## config.mk

```make
export PLATFORM = sky130hd
export DESIGN_NAME = ccdr_sensor
export DESIGN_NICKNAME = d
export VERILOG_FILES = /design/src/ccdr_pkg.sv /design/src/ccdr_sensor.sv
export SDC_FILE = /design/constraint.sdc
export NUM_CORES = 1
export LEC_CHECK = 0
export BUFFER_PORTS_ARGS = -buffer_cell sky130_fd_sc_hd__buf_4
export CAP_MARGIN = 10
export CORE_MARGIN = 3
export CORE_UTILIZATION = 60
export CTS_CLUSTER_SIZE = 30
export DETAILED_ROUTE_END_ITERATION = 8
export GPL_ROUTABILITY_DRIVEN = 0
export PLACE_DENSITY = 0.82
export REMOVE_ABC_BUFFERS = 1
export SLEW_MARGIN = 40
export SYNTH_ARGS = -nofsm -noshare
export SYNTH_HDL_FRONTEND = slang
export SYNTH_SLANG_ARGS = --single-unit
```

## constraint.sdc

```tcl
create_clock -name core_clk -period 3.3 [get_ports core_clk]
set_clock_uncertainty 0.15 [all_clocks]
set_input_delay 0.99 -clock core_clk [delete_from_list [all_inputs] [get_ports core_clk]]
set_output_delay 0.99 -clock core_clk [all_outputs]
set_load 0.01 [all_outputs]
```

## src/ccdr_pkg.sv

```systemverilog
// Geometry, timing constants and carrier types for the CCD readout model
package ccdr_pkg;

  // Array geometry
  localparam int ACT_COLS        = 1732;
  localparam int ACT_ROWS        = 1172;
  localparam int DARK_LEAD_COLS  = 20;
  localparam int DARK_TRAIL_COLS = 6;
  localparam int DARK_LEAD_ROWS  = 20;
  localparam int DARK_TRAIL_ROWS = 4;
  localparam int BUF_PIX         = 10;
  localparam int DUMMY_LEAD      = 12;
  localparam int DUMMY_TRAIL     = 2;
  localparam int FLUSH_ROWS      = 1216;
  localparam int STRAY_ROWS      = 2;
  localparam int FALSE_DUMMY     = 4;

  // Derived positions within a row and a frame
  localparam int DARK_L_END = DUMMY_LEAD + DARK_LEAD_COLS;
  localparam int INNER_END  = DARK_L_END + ACT_COLS;
  localparam int DARK_T_END = INNER_END + DARK_TRAIL_COLS;
  localparam int STAGES     = DARK_T_END + DUMMY_TRAIL;
  localparam int ROW_IN_END = DARK_LEAD_ROWS + ACT_ROWS;
  localparam int FRAME_ROWS = ROW_IN_END + DARK_TRAIL_ROWS;

  // Timing
  localparam int CLK_PERIOD_NS = 10;
  localparam int VPULSE_MIN_NS = 5000;
  localparam int INTEG_MIN_CYC = (VPULSE_MIN_NS + CLK_PERIOD_NS - 1) / CLK_PERIOD_NS;

  localparam int CHG_W = 12;
  localparam int POS_W = 11;
  localparam logic [CHG_W-1:0] RESET_LEVEL = 12'hfff;

  typedef enum logic [1:0] {
    CCDR_DUMMY,
    CCDR_DARK,
    CCDR_BUFFER,
    CCDR_ACTIVE
  } ccdr_region_t;

  typedef enum logic [1:0] {
    CCDR_WAIT,
    CCDR_EXPOSE,
    CCDR_PRIME,
    CCDR_READ
  } ccdr_state_t;

  typedef struct packed {
    logic v1;
    logic v2;
    logic h1;
    logic h2;
    logic rg;
  } ccdr_phase_t;

  typedef struct packed {
    logic             strobe;
    logic [CHG_W-1:0] video;
    ccdr_region_t     region;
    logic [POS_W-1:0] col;
    logic [POS_W-1:0] row;
    logic             unclean;
  } ccdr_video_t;

endpackage

```

## src/ccdr_sensor.sv

```systemverilog
// Full-frame CCD sensor model: phase decode, row transfer, shift-out and video
`timescale 1ns/1ns
module ccdr_sensor #(
  parameter int INTEG_MIN = ccdr_pkg::INTEG_MIN_CYC
) (
  input  wire logic                            core_clk,
  input  wire logic                            srst,
  input  wire ccdr_pkg::ccdr_phase_t           phase_pins,
  input  wire logic [ccdr_pkg::CHG_W-1:0]      scene_charge,
  output ccdr_pkg::ccdr_video_t                video_out,
  output logic                                 integrating,
  output logic                                 load_fault,
  output logic                                 frame_done
);

  generate
    if (ccdr_pkg::STAGES >= (1 << ccdr_pkg::POS_W) || ccdr_pkg::FLUSH_ROWS >= (1 << ccdr_pkg::POS_W)) begin : g_chk_pos
      $error("Position counters too narrow for the array");
    end
    if (INTEG_MIN < 1 || INTEG_MIN >= (1 << 16)) begin : g_chk_integ
      $error("INTEG_MIN out of range");
    end
  endgenerate

  // Three-stage pin synchroniser; a change counts once stages two and three agree
  ccdr_pkg::ccdr_phase_t s1_r, s2_r, s3_r, filt_r, prev_r;
  ccdr_pkg::ccdr_phase_t filt_nxt;

  always_comb begin
    filt_nxt = filt_r;
    if (s2_r == s3_r) begin
      filt_nxt = s3_r;
    end
  end

  always_ff @(posedge core_clk) begin
    if (srst) begin
      s1_r   <= '0;
      s2_r   <= '0;
      s3_r   <= '0;
      filt_r <= '0;
      prev_r <= '0;
    end else begin
      s1_r   <= phase_pins;
      s2_r   <= s1_r;
      s3_r   <= s2_r;
      filt_r <= filt_nxt;
      prev_r <= filt_r;
    end
  end

  logic v2_rise, h2_fall, rg_rise, vert_low;
  assign v2_rise  = filt_r.v2 & ~prev_r.v2;
  assign h2_fall  = ~filt_r.h2 & prev_r.h2;
  assign rg_rise  = filt_r.rg & ~prev_r.rg;
  assign vert_low = ~filt_r.v1 & ~filt_r.v2;

  // Region of a register stage within a given row
  function automatic ccdr_pkg::ccdr_region_t region_of(input logic [ccdr_pkg::POS_W-1:0] c,
                                                       input logic [ccdr_pkg::POS_W-1:0] r);
    int cc;
    int rr;
    cc = int'(c) - ccdr_pkg::DARK_L_END;
    rr = int'(r) - ccdr_pkg::DARK_LEAD_ROWS;
    if (int'(c) < ccdr_pkg::DUMMY_LEAD || int'(c) >= ccdr_pkg::DARK_T_END) begin
      region_of = ccdr_pkg::CCDR_DUMMY;
    end else if (cc < 0 || int'(c) >= ccdr_pkg::INNER_END) begin
      region_of = ccdr_pkg::CCDR_DARK;
    end else if (rr < 0 || int'(r) >= ccdr_pkg::ROW_IN_END) begin
      region_of = ccdr_pkg::CCDR_DARK;
    end else if (cc < ccdr_pkg::BUF_PIX || cc >= ccdr_pkg::ACT_COLS - ccdr_pkg::BUF_PIX ||
                 rr < ccdr_pkg::BUF_PIX || rr >= ccdr_pkg::ACT_ROWS - ccdr_pkg::BUF_PIX) begin
      region_of = ccdr_pkg::CCDR_BUFFER;
    end else begin
      region_of = ccdr_pkg::CCDR_ACTIVE;
    end
  endfunction

  // Stray pickup: leading rows, dark stages beside the light area or the chip edge, early dummies
  function automatic logic unclean_of(input logic [ccdr_pkg::POS_W-1:0] c,
                                      input logic [ccdr_pkg::POS_W-1:0] r);
    int ci;
    ci = int'(c);
    unclean_of = (int'(r) < ccdr_pkg::STRAY_ROWS) ||
                 (ci == ccdr_pkg::DUMMY_LEAD) || (ci == ccdr_pkg::DARK_L_END - 1) ||
                 (ci == ccdr_pkg::INNER_END) || (ci == ccdr_pkg::DARK_T_END - 1) ||
                 (int'(r) == ccdr_pkg::DARK_LEAD_ROWS - 1) || (int'(r) == ccdr_pkg::ROW_IN_END) ||
                 (ci < ccdr_pkg::FALSE_DUMMY);
  endfunction

  // Frame sequencing and charge transport
  ccdr_pkg::ccdr_state_t state_r, state_nxt;
  logic [15:0]                  integ_cnt_r, integ_cnt_nxt;
  logic [ccdr_pkg::POS_W-1:0]   row_r, row_nxt;
  logic [ccdr_pkg::POS_W-1:0]   col_r, col_nxt;
  logic                         row_held_r, row_held_nxt;
  logic [ccdr_pkg::CHG_W-1:0]   sense_r, sense_nxt;
  ccdr_pkg::ccdr_video_t        vid_r, vid_nxt;
  logic                         integ_r, integ_nxt;
  logic                         fault_r, fault_nxt;
  logic                         done_r, done_nxt;
  ccdr_pkg::ccdr_region_t       reg_now;

  always_comb begin
    state_nxt     = state_r;
    integ_cnt_nxt = integ_cnt_r;
    row_nxt       = row_r;
    col_nxt       = col_r;
    row_held_nxt  = row_held_r;
    sense_nxt     = sense_r;
    integ_nxt     = 1'b0;
    fault_nxt     = fault_r;
    done_nxt      = 1'b0;
    vid_nxt       = vid_r;
    vid_nxt.strobe = 1'b0;
    reg_now       = region_of(col_r, row_r);

    // Verticals held low long enough count as exposure; any vertical motion ends it
    if (vert_low) begin
      if (integ_cnt_r != 16'hffff) begin
        integ_cnt_nxt = integ_cnt_r + 16'h0001;
      end
    end else begin
      integ_cnt_nxt = 16'h0000;
    end

    case (state_r)
      // Flush rows or idle clocking: row transfers dump charge, nothing is tagged as a frame
      ccdr_pkg::CCDR_WAIT: begin
        if (vert_low && int'(integ_cnt_r) >= INTEG_MIN - 1) begin
          state_nxt = ccdr_pkg::CCDR_EXPOSE;
          fault_nxt = 1'b0;
        end
      end
      ccdr_pkg::CCDR_EXPOSE: begin
        integ_nxt = 1'b1;
        if (v2_rise) begin
          state_nxt = ccdr_pkg::CCDR_READ;
          row_nxt   = '0;
          row_held_nxt = 1'b0;
        end else if (!vert_low) begin
          state_nxt = ccdr_pkg::CCDR_PRIME;
        end
      end
      // Vertical one moved first; the priming vertical two pulse is still owed
      ccdr_pkg::CCDR_PRIME: begin
        if (v2_rise) begin
          state_nxt    = ccdr_pkg::CCDR_READ;
          row_nxt      = '0;
          row_held_nxt = 1'b0;
        end
      end
      ccdr_pkg::CCDR_READ: begin
        if (v2_rise) begin
          if (!filt_r.h1) begin
            fault_nxt = 1'b1;
          end
          if (row_held_r) begin
            row_nxt = row_r + 11'h001;
          end
          row_held_nxt = 1'b1;
          col_nxt      = '0;
          if (row_held_r && int'(row_r) == ccdr_pkg::FRAME_ROWS - 1) begin
            state_nxt    = ccdr_pkg::CCDR_WAIT;
            row_held_nxt = 1'b0;
            done_nxt     = 1'b1;
          end
        end
      end
      default: state_nxt = ccdr_pkg::CCDR_WAIT;
    endcase

    // One stage reaches the sense node on each horizontal two fall while a row is held, unless vertical two rises in that cycle
    if (h2_fall && row_held_r && !v2_rise) begin
      if (reg_now == ccdr_pkg::CCDR_ACTIVE || reg_now == ccdr_pkg::CCDR_BUFFER) begin
        sense_nxt = scene_charge;
      end else begin
        sense_nxt = '0;
      end
      vid_nxt.strobe  = 1'b1;
      vid_nxt.region  = reg_now;
      vid_nxt.col     = col_r;
      vid_nxt.row     = row_r;
      vid_nxt.unclean = unclean_of(col_r, row_r);
      if (int'(col_r) < ccdr_pkg::STAGES - 1) begin
        col_nxt = col_r + 11'h001;
      end
    end else if (rg_rise) begin
      sense_nxt = '0;
    end
    // Output falls as charge rises
    vid_nxt.video = ccdr_pkg::RESET_LEVEL - sense_nxt;
  end

  always_ff @(posedge core_clk) begin
    if (srst) begin
      state_r     <= ccdr_pkg::CCDR_WAIT;
      integ_cnt_r <= '0;
      row_r       <= '0;
      col_r       <= '0;
      row_held_r  <= 1'b0;
      sense_r     <= '0;
      vid_r       <= '{strobe: 1'b0, video: ccdr_pkg::RESET_LEVEL, region: ccdr_pkg::CCDR_DUMMY,
                       col: '0, row: '0, unclean: 1'b0};
      integ_r     <= 1'b0;
      fault_r     <= 1'b0;
      done_r      <= 1'b0;
    end else begin
      state_r     <= state_nxt;
      integ_cnt_r <= integ_cnt_nxt;
      row_r       <= row_nxt;
      col_r       <= col_nxt;
      row_held_r  <= row_held_nxt;
      sense_r     <= sense_nxt;
      vid_r       <= vid_nxt;
      integ_r     <= integ_nxt;
      fault_r     <= fault_nxt;
      done_r      <= done_nxt;
    end
  end

  assign video_out   = vid_r;
  assign integrating = integ_r;
  assign load_fault  = fault_r;
  assign frame_done  = done_r;

endmodule

```

# Word-level counts from Yosys, hierarchy flattened
# Cells that the tools add are included.
# Widths: inputs -> output; s select.
[word_totals]
regBits = 117
output_inout_bits = 41
[classes]
n_addsub = 6
magnitude_cmp = 14
eq_ne = 22
muxes = 33
n_bitwise = 12
reduce_logical = 29
[op_table]
columns = ["op", "n"]
rows = [
  ["$mux 11", 7],
  ["$mux 12", 3],
  ["$ge 11x11->1 const B", 3],
  ["$ge 12x12->1 const B", 2],
  ["$lt 12x1->1 const B", 2],
  ["$lt 12x5->1 const B", 2],
  ["$add 11x1->11 const B", 2],
  ["$eq 11x10->1 const B", 2],
  ["$eq 11x11->1 const B", 2],
  ["$eq 11x6->1 const B", 2],
  ["$pmux 11 s2", 1],
  ["$mux 2", 9],
  ["$add 16x1->16 const B", 1],
  ["$ge 16x9->1 const B", 1],
  ["$ne 16x16->1 const B", 1],
  ["$logic_or 1x1->1", 14],
  ["$ne 2x2->1 const B", 6],
  ["$sub 11x5->12 const B", 1],
  ["$sub 11x6->12 const B", 1],
  ["$sub 12x12->12 const A", 1],
  ["$eq 11x5->1 const B", 1],
  ["$lt 11x11->1 const B", 1],
  ["$lt 11x2->1 const B", 1],
  ["$lt 11x3->1 const B", 1],
  ["other kinds (20)", 49],
]

# Depth between registers and ports, before layout
# Gate-level depths: netlist of the first run.
[logic_depth]
ltp_word = 14
ltp_mapped = 10

# Worst setup path before layout of the first run
# No wires, ideal clock.
[synth_path]
kind = "input to register"
from = "in srst"
to = "reg vid_r (netlist bit video_out[25])"
setup_ns = 0.142
arrival_time_ns = 1.982
required_ns = 3.008
setup_slack_ns = 1.026
stages = 4
n_path_buf = 2
path_cell_list = "clkbuf_1 -> nor3_1 -> clkbuf_1 -> a22oi_1"
[synth_rtl]
columns = ["element", "line", "source"]
rows = [
  ["start, declared", "ccdr_sensor.sv:7", "input wire logic srst,"],
  ["end signal, assigned", "ccdr_sensor.sv:203", "vid_r <= '{strobe: 1'b0, video: ccdr_pkg::RESET_LEVEL, region: ccdr_pkg::CCDR_DUMMY,"],
  ["end signal, assigned", "ccdr_sensor.sv:215", "vid_r <= vid_nxt;"],
  ["end, declared", "ccdr_sensor.sv:98", "ccdr_pkg::ccdr_video_t vid_r, vid_nxt;"],
]

# Worst setup path after layout of the first run
[layout_path]
from = "reg row_r[2] (netlist bit)"
to = "reg sense_r[4] (netlist bit)"
[layout_via]
elab_chain_len = 12
[layout_lines]
columns = ["element", "line", "source"]
rows = [
  ["start, declared", "ccdr_sensor.sv:94", "logic [ccdr_pkg::POS_W-1:0] row_r, row_nxt;"],
  ["start signal, assigned", "ccdr_sensor.sv:211", "row_r <= row_nxt;"],
  ["$sub 11x5->12", "ccdr_sensor.sv:64", "rr = int'(r) - ccdr_pkg::DARK_LEAD_ROWS;"],
  ["$lt 12x5->1", "ccdr_sensor.sv:72", "rr < ccdr_pkg::BUF_PIX || rr >= ccdr_pkg::ACT_ROWS - ccdr_pkg::BUF_PIX) begin"],
  ["$logic_or 1x1->1", "ccdr_sensor.sv:71", "end else if (cc < ccdr_pkg::BUF_PIX || cc >= ccdr_pkg::ACT_COLS - ccdr_pkg::BUF_PIX ||"],
  ["$logic_or 1x1->1", "ccdr_sensor.sv:72", ""],
  ["$mux 1", "ccdr_sensor.sv:71", ""],
  ["$mux 2 (*)", "ccdr_sensor.sv:69", "end else if (rr < 0 || int'(r) >= ccdr_pkg::ROW_IN_END) begin"],
  ["$mux 2 (*)", "ccdr_sensor.sv:67", "end else if (cc < 0 || int'(c) >= ccdr_pkg::INNER_END) begin"],
  ["$mux 2 (*)", "ccdr_sensor.sv:65", "if (int'(c) < ccdr_pkg::DUMMY_LEAD || int'(c) >= ccdr_pkg::DARK_T_END) begin"],
  ["$eq 2x2->1", "ccdr_sensor.sv:175", "if (reg_now == ccdr_pkg::CCDR_ACTIVE || reg_now == ccdr_pkg::CCDR_BUFFER) begin"],
  ["$logic_or 1x1->1 (*)", "ccdr_sensor.sv:175", ""],
  ["$mux 12 (*)", "ccdr_sensor.sv:175", ""],
  ["$mux 12 (*)", "ccdr_sensor.sv:174", "if (h2_fall && row_held_r && !v2_rise) begin"],
  ["end signal, assigned", "ccdr_sensor.sv:214", "sense_r <= sense_nxt;"],
  ["end, declared", "ccdr_sensor.sv:97", "logic [ccdr_pkg::CHG_W-1:0] sense_r, sense_nxt;"],
]
# Every way passes the cells marked *; elsewhere a longest branch is shown, timed or not.
# A chain may end at the register's enable or synchronous reset.

==> out/metrics.yaml, run 1 <==
ys_types: 66
syn_inst: 601
critPathMaxFanout: 24
fin_crit_sh_pct: 82.40
final_cell_mix: "dfxtp_1, nand2_1, buf_4, nor2_1, a21oi_1"
start_kind: "register"
slew_headroom_pct: 53.14
area_growth_pct: 19.57
grt_max_degree: 45
async_flop_share_pct: 0
start_util_pct: 62.80
crit_type: "reg -> reg"
total_power_mw: 3.374
vias_per_cell: 5.812
rsz0062_at_grt: "no"
drtIter0Drc: 291
cts_hold_buffers: 0
cts_sinks: 117
max_cap_viol_count: 0
drive_gt1_share_pct: 16.52
vias: 4446
ant_nets: 0
hold_viol_final: 0
synth_edf_count: 0
peakVddDrop_mv: 0.3631
fmax_mhz: 367.7
syn_area_um2: 5238
top_usage_layer: "met2"
top_level_ports: 60
chipHeight_um: 99.43
core_um2: 8341
remaining_drc_errors: 0
drt-total-wl_mm: 11.47
synth_ff_type: "dfxtp_1"
power.density_nw_per_um2: 538.7
fillers: 601
layout_min_cycle_time_ps: 2719
track_usage_pct: 23.92
overflow: 0
cp.required_ps: 3610
hp-class: "reg -> reg"
path_clk_slew_ps: 60
fin_nets: 685
grt_pass1_vias: 4078
setup.worst_path.end_class: "register"
root_buffer: "clkbuf_8"
grt_antenna_before_repair: 0
grt_pass1_wl_mm: 19.00
num_antenna_cells: 0
firstDrtPassIters: 5
slew_violations: 0
ys_seq_elements: 117
dp_hpwl_mm: 7.551
clockBufferDepth: 2
numCtsBuffers: 17
grt_use_met3_pct: 5.680
worst_ep_arrival_time_ps: 3030
ys_warn_count: 0
cts_resized: 0
use_met2_pct: 39.62
row_count: 33
htreeDepth: 4
syn_avg_cell_area_um2: 8.715
worst_pin_slew_ps: 697.6
synth.yosys.seq_area_share_pct: 44.72
grtUsageMet1_pct: 29.18
cts_tree: "built"
clk_latency_ps: 520
status: "completed"
cts_setup_buffers: 0
die_area_um2: 9886
die_w_um: 99.43
setup_viol: 0
p_leak_nw: 2.494
finalSetupTns_ps: 0
layout_commonest_cell: "dfxtp_1"
port_buffers: 59
post_drt_wl_per_cell_um: 14.99
==> worst max-delay path, cell delays in order (launching register included) <==
cell	delay [ps]
dfxtp_1	500
inv_1	180
ha_1	230
nand4b_1	100
and4bb_1	230
and2_1	180
a21oi_1	140
nand4_1	210
nor2_4	480
a22o_1	250
==> layout make-up <==
class	count	area (um^2)	share of cell area, %
well taps	105	131.4	2.098
clock inverters	15	170.2	2.717
clock buffers	17	414.1	6.613
repair buffers	63	473.0	7.552
inverters	15	56.30	0.8991
multi-input cells	433	2675	42.72
flip-flops and latches	117	2342	37.40
==> cell usage after synthesis, types with 3 or more instances <==
| library cell | instances | area [um^2] |
|---|---|---|
| nand2b_1 | 4 | 25.02 |
| nand2_1 | 74 | 277.8 |
| nor2_1 | 54 | 202.7 |
| xnor2_1 | 9 | 78.83 |
| nand4_1 | 4 | 25.02 |
| a22o_1 | 13 | 113.9 |
| ha_1 | 19 | 237.7 |
| or3_1 | 3 | 18.77 |
| inv_1 | 15 | 56.30 |
| o31ai_1 | 4 | 30.03 |
| nor3_1 | 20 | 100.1 |
| a22oi_1 | 13 | 97.59 |
| a21oi_1 | 45 | 225.2 |
| o21ai_1 | 13 | 65.06 |
| o21ai_0 | 15 | 75.07 |
| mux2i_1 | 9 | 90.09 |
| and2_1 | 6 | 37.54 |
| nor4_1 | 5 | 31.28 |
| a31oi_1 | 4 | 25.02 |
| xor2_1 | 19 | 166.4 |
| dfxtp_1 | 117 | 2342 |
| and3_1 | 6 | 37.54 |
| nor2b_1 | 25 | 156.4 |
| o21a_1 | 3 | 22.52 |
| nand3_1 | 21 | 105.1 |
| buf_6 | 3 | 33.78 |
| buf_2 | 3 | 15.01 |
| clkbuf_1 | 28 | 105.1 |
==> power by group <==
part	switching (mW)	total [mW]	internal, mW
Sequential	0.0126	1.44	1.43
Combinational	0.0748	0.131	0.0565
Clock	0.706	1.80	1.09
==> through the flow <==
stage	hold WS, ps	worst slack, ps	instances	util (%)	instance area, um^2
final	291.1	580.6	765	75.08	6262
after global routing	301.8	378.0	765	75.08	6262
after CTS	291.8	610.5	765	75.08	6262
after detailed placement	278.6	616.7	733	68.08	5678
after global placement	266.4	775.3	733	68.08	5678
after floorplan	263.8	443.4	565	-	5069
==> final timing paths <==
kind	startpoint	endpoint	slack [ps]	cells after the start
setup / recovery	row_r[2]$_SDFFE_PP0P_	sense_r[4]$_SDFF_PP0_	580	9
hold / removal	sense_r[5]$_SDFF_PP0_	video_out[30]$_SDFF_PP1_	290	1
setup reg to reg	row_r[2]$_SDFFE_PP0P_	sense_r[4]$_SDFF_PP0_	580	9
hold reg to reg	sense_r[5]$_SDFF_PP0_	video_out[30]$_SDFF_PP1_	290	1
==> per-layer routing <==
| layer | routed length (um) | share of wire [%] | vias to the layer above |
|---|---|---|---|
| met1 | 4892 | 43 | 2080 |
| met4 | 315 | 2.7 | 0 |
| met5 | 0 | 0 | - |
| li1 | - | - | 2189 |
| met3 | 553 | 4.8 | 37 |
| met2 | 5705 | 50 | 140 |
==> flip-flops by register name, indices dropped and copies added (netlist names), 2 cells and up <==
name / count
sense_r: 12
filt_r: 5
s2_r: 5
prev_r: 3
s3_r: 5
video_out: 38
state_r: 2
s1_r: 5
col_r: 11
row_r: 11
integ_cnt_r: 16
==> cell families (layout without fill, tap and decap cells) <==
logic type | Yosys count | in the layout | synth area share (%)
adders and majority gates | 19 | 19 | 4.539
AOI/OAI and AO/OA | 132 | 132 | 16.53
xor gates and xnor gates | 28 | 28 | 4.682
and+or+nand+nor | 244 | 244 | 23.29
buffers and inverters | 51 | 110 | 4.300
muxes | 10 | 10 | 1.935
DFF | 117 | 117 | 44.72
No activity file was read; power rests on OpenSTA's default activity.
==> inputs of run 2 (changes only) <==
Settings changed: ABC_AREA from default to 1, CORE_UTILIZATION 60 to 53, PLACE_DENSITY 0.82 to 0.76.
Clock period 3.3 ns to 2.5 ns, I/O delays scaled along.
==> run 2 against run 1 <==
Via count is 12% higher. Critical endpoint is now video_out[35]$_SDFF_PP1_. Core utilization is 8.0 points lower. Critical path depth stayed put. Clock power is 32% higher. Worst hold slack worse by 40 ps. Synthesized area is 4.5% higher. Sequential power is 35% higher. Synthesized cell count is 22% higher. Sequential cell count stayed put. Largest power group unchanged. Final cell count is 23% higher. Highest routed layer unchanged.
==> out/metrics.yaml, run 2 <==
dpl.cell_count: 909  # +24%
cts_tree: "built"
vias_per_cell: 5.295  # -8.9%
cpMostUsedCell: "inv_1"
track_usage_pct: 23.30  # -0.62 points
fillers: 813  # +35%
root_buffer: "clkbuf_8"
synth_ff_type: "dfxtp_1"
peakVddDrop_mv: 0.4210  # +16%
critPathMaxFanout: 9  # -63%
cts_sinks: 117  # unchanged
ys_seq_elements: 117  # unchanged
ant_nets: 0  # unchanged
clk_latency_ps: 510  # about the same
status: "completed"
setup_viol: 0  # unchanged
grt_pass1_vias: 4778  # +17%
grt_pass1_wl_mm: 21.76  # +15%
syn_inst: 732  # +22%
crit_family: "simple AND/OR/NAND/NOR gates"
clockBufferDepth: 2  # unchanged
vias: 4993  # +12%
numCtsBuffers: 17  # unchanged
path_clk_slew_ps: 60  # about the same
holdWs_ps: 251.1  # -39.99 ps
yosys.area.top_type_share_pct: 42.78  # -1.9 points
hp-class: "reg -> reg"
drive_gt1_share_pct: 19.26  # +2.7 points
fmax_mhz: 446.7  # +21%
syn_area_um2: 5475  # +4.5%
worst_pin_slew_ps: 681.3  # -16.29 ps
place_area_um2: 6036  # +6.3%
core_um2: 9910  # +19%
ys_types: 41  # -38%
slowest_stage: "dfxtp_1"
chipHeight_um: 107.6  # +8.3%
port_buffers: 59  # unchanged
fin_nets: 835  # +22%
setup.worst_path.end_class: "register"
synth_area_leaders: "dfxtp_1, nand2_1, inv_1"
yosysMostFrequentCell: "nand2_1"
rsz0062_at_grt: "no"
grtUsageMet1_pct: 29.81  # +0.63 points
layout_min_cycle_time_ps: 2238  # -480.9 ps
post_drt_wl_per_cell_um: 13.66  # -8.8%
path_buf_inv: 3  # +2
max_cap_viol_count: 0  # unchanged
firstDrtPassIters: 5  # unchanged
top_usage_layer: "met2"
grt_antenna_before_repair: 0  # unchanged
worst_ep_arrival_time_ps: 2500  # -530 ps
power.density_nw_per_um2: 694.2  # +29%
syn_avg_cell_area_um2: 7.480  # -14%
htreeDepth: 4  # unchanged
largest_reg_flops: 38  # unchanged
ys_warn_count: 0  # unchanged
utilization_pct: 67.06  # -8.0 points
slew_headroom_pct: 54.27  # +1.1 points
layout_commonest_cell: "nand2_1"
area_growth_pct: 21.37
finalSetupTns_ps: 0  # unchanged
ys_top_cells_by_count: "nand2_1, dfxtp_1, inv_1, nor2_1, a21oi_1"
synth.yosys.seq_area_share_pct: 42.78  # -1.9 points
die_w_um: 107.6  # +8.3%
row_count: 36  # +9.1%
p_leak_nw: 2.837  # +14%
synth_edf_count: 0  # unchanged
die_area_um2: 11590  # +17%
fin_crit_sh_pct: 89.54  # +7.1 points
start_util_pct: 55.25  # -7.5 points
overflow: 0  # unchanged
top_level_ports: 60  # unchanged
drtIter0Drc: 302  # +3.8%
start_kind: "register"
grt_max_degree: 47  # +4.4%
cts_resized: 0  # unchanged
dp_hpwl_mm: 8.801  # +17%
remaining_drc_errors: 0  # unchanged
use_met2_pct: 37.34  # -2.3 points
cp.required_ps: 2760  # -850 ps
final_cell_mix: "nand2_1, dfxtp_1, inv_1, nor2_1, buf_4"
num_antenna_cells: 0  # unchanged
slew_violations: 0  # unchanged
hold_viol_final: 0  # unchanged
final_cell_area_um2: 6645  # +6.1%
cp_slowest_stage_delay_ps: 460  # -40 ps
netlist.top_cell.by_area: "dfxtp_1"
crit_type: "reg -> reg"
layoutNonFillerInstCount: 943  # +23%
async_flop_share_pct: 0  # unchanged
drt-total-wl_mm: 12.89  # +12%
cp_cell_sequence: "inv_1 -> ha_1 -> nand4_1 -> nand4_2 -> nor2_4 -> buf_12 -> nand3_2 -> a21oi_2 -> inv_1"
cts_hold_buffers: 0  # unchanged
grt_use_met3_pct: 6.779  # +1.1 points
## run 2: logic make-up after synthesis
| logic type | after synthesis | synth area share (%) |
|---|---|---|
| flip-flops | 117 | 42.78 |
| AO/OA/AOI/OAI | 129 | 13.32 |
| buffers and inverters | 132 | 9.461 |
| XOR/XNOR | 18 | 2.880 |
| adder cells (fa/ha/maj) | 19 | 4.342 |
| AND/OR/NAND/NOR | 317 | 27.22 |
## run 2: path summary, 6_finish.rpt
kind | startpoint | endpoint | slack (ps) | cells past startpoint
worst max-delay path | col_r[5]$_SDFF_PP0_ | video_out[35]$_SDFF_PP1_ | 260 | 9
worst min register to register | s1_r[1]$_SDFF_PP0_ | s2_r[1]$_SDFF_PP0_ | 250 | 2
worst max register to register | col_r[5]$_SDFF_PP0_ | video_out[35]$_SDFF_PP1_ | 260 | 9
worst min-delay path | s1_r[1]$_SDFF_PP0_ | s2_r[1]$_SDFF_PP0_ | 250 | 2
## run 2: final cells by class
type,instances,area [um^2],share of cell area [%]
Clock buffer,17,414.1,6.232
Tap cell,133,166.4,2.504
Multi-Input combinational cell,483,2615,39.35
Inverter,109,409.1,6.157
Timing Repair Buffer,69,530.5,7.983
Sequential cell,117,2342,35.25
Clock inverter,15,167.7,2.523
## run 2: through the flow
step,power (mW),setup WS [ps]
floorplan,2.166,231.9
detailed placement,2.273,168.9
global placement,2.256,334.0
global route,4.782,116.4
CTS,4.639,137.2
finish,4.613,261.6
## run 2: power by group
group          total (mW)  internal [mW]  switching (mW)
registers            1.94           1.91          0.0307
logic               0.300          0.109           0.192
clock network        2.37           1.44           0.934
## run 2: worst register-to-register path: stages, from the launching register on
cell and delay [ps]:
dfxtp_1 460, inv_1 180, ha_1 290, nand4_1 200, nand4_2 160, nor2_4 220, buf_12 170, nand3_2 80
a21oi_2 160, inv_1 60
## run 2: routing by layer
metal / vias to the layer above / wire (um)
met4: 0 / 217
met3: 27 / 953
met1: 2259 / 5619
li1: 2518 / -
met5: - / 0
met2: 189 / 6095
## run 2: repair_timing
item                                    4_1_cts  5_1_grt
setup buffers                                 0        2
endpoints found under the setup margin        0        3
endpoints found under the hold margin         0        0
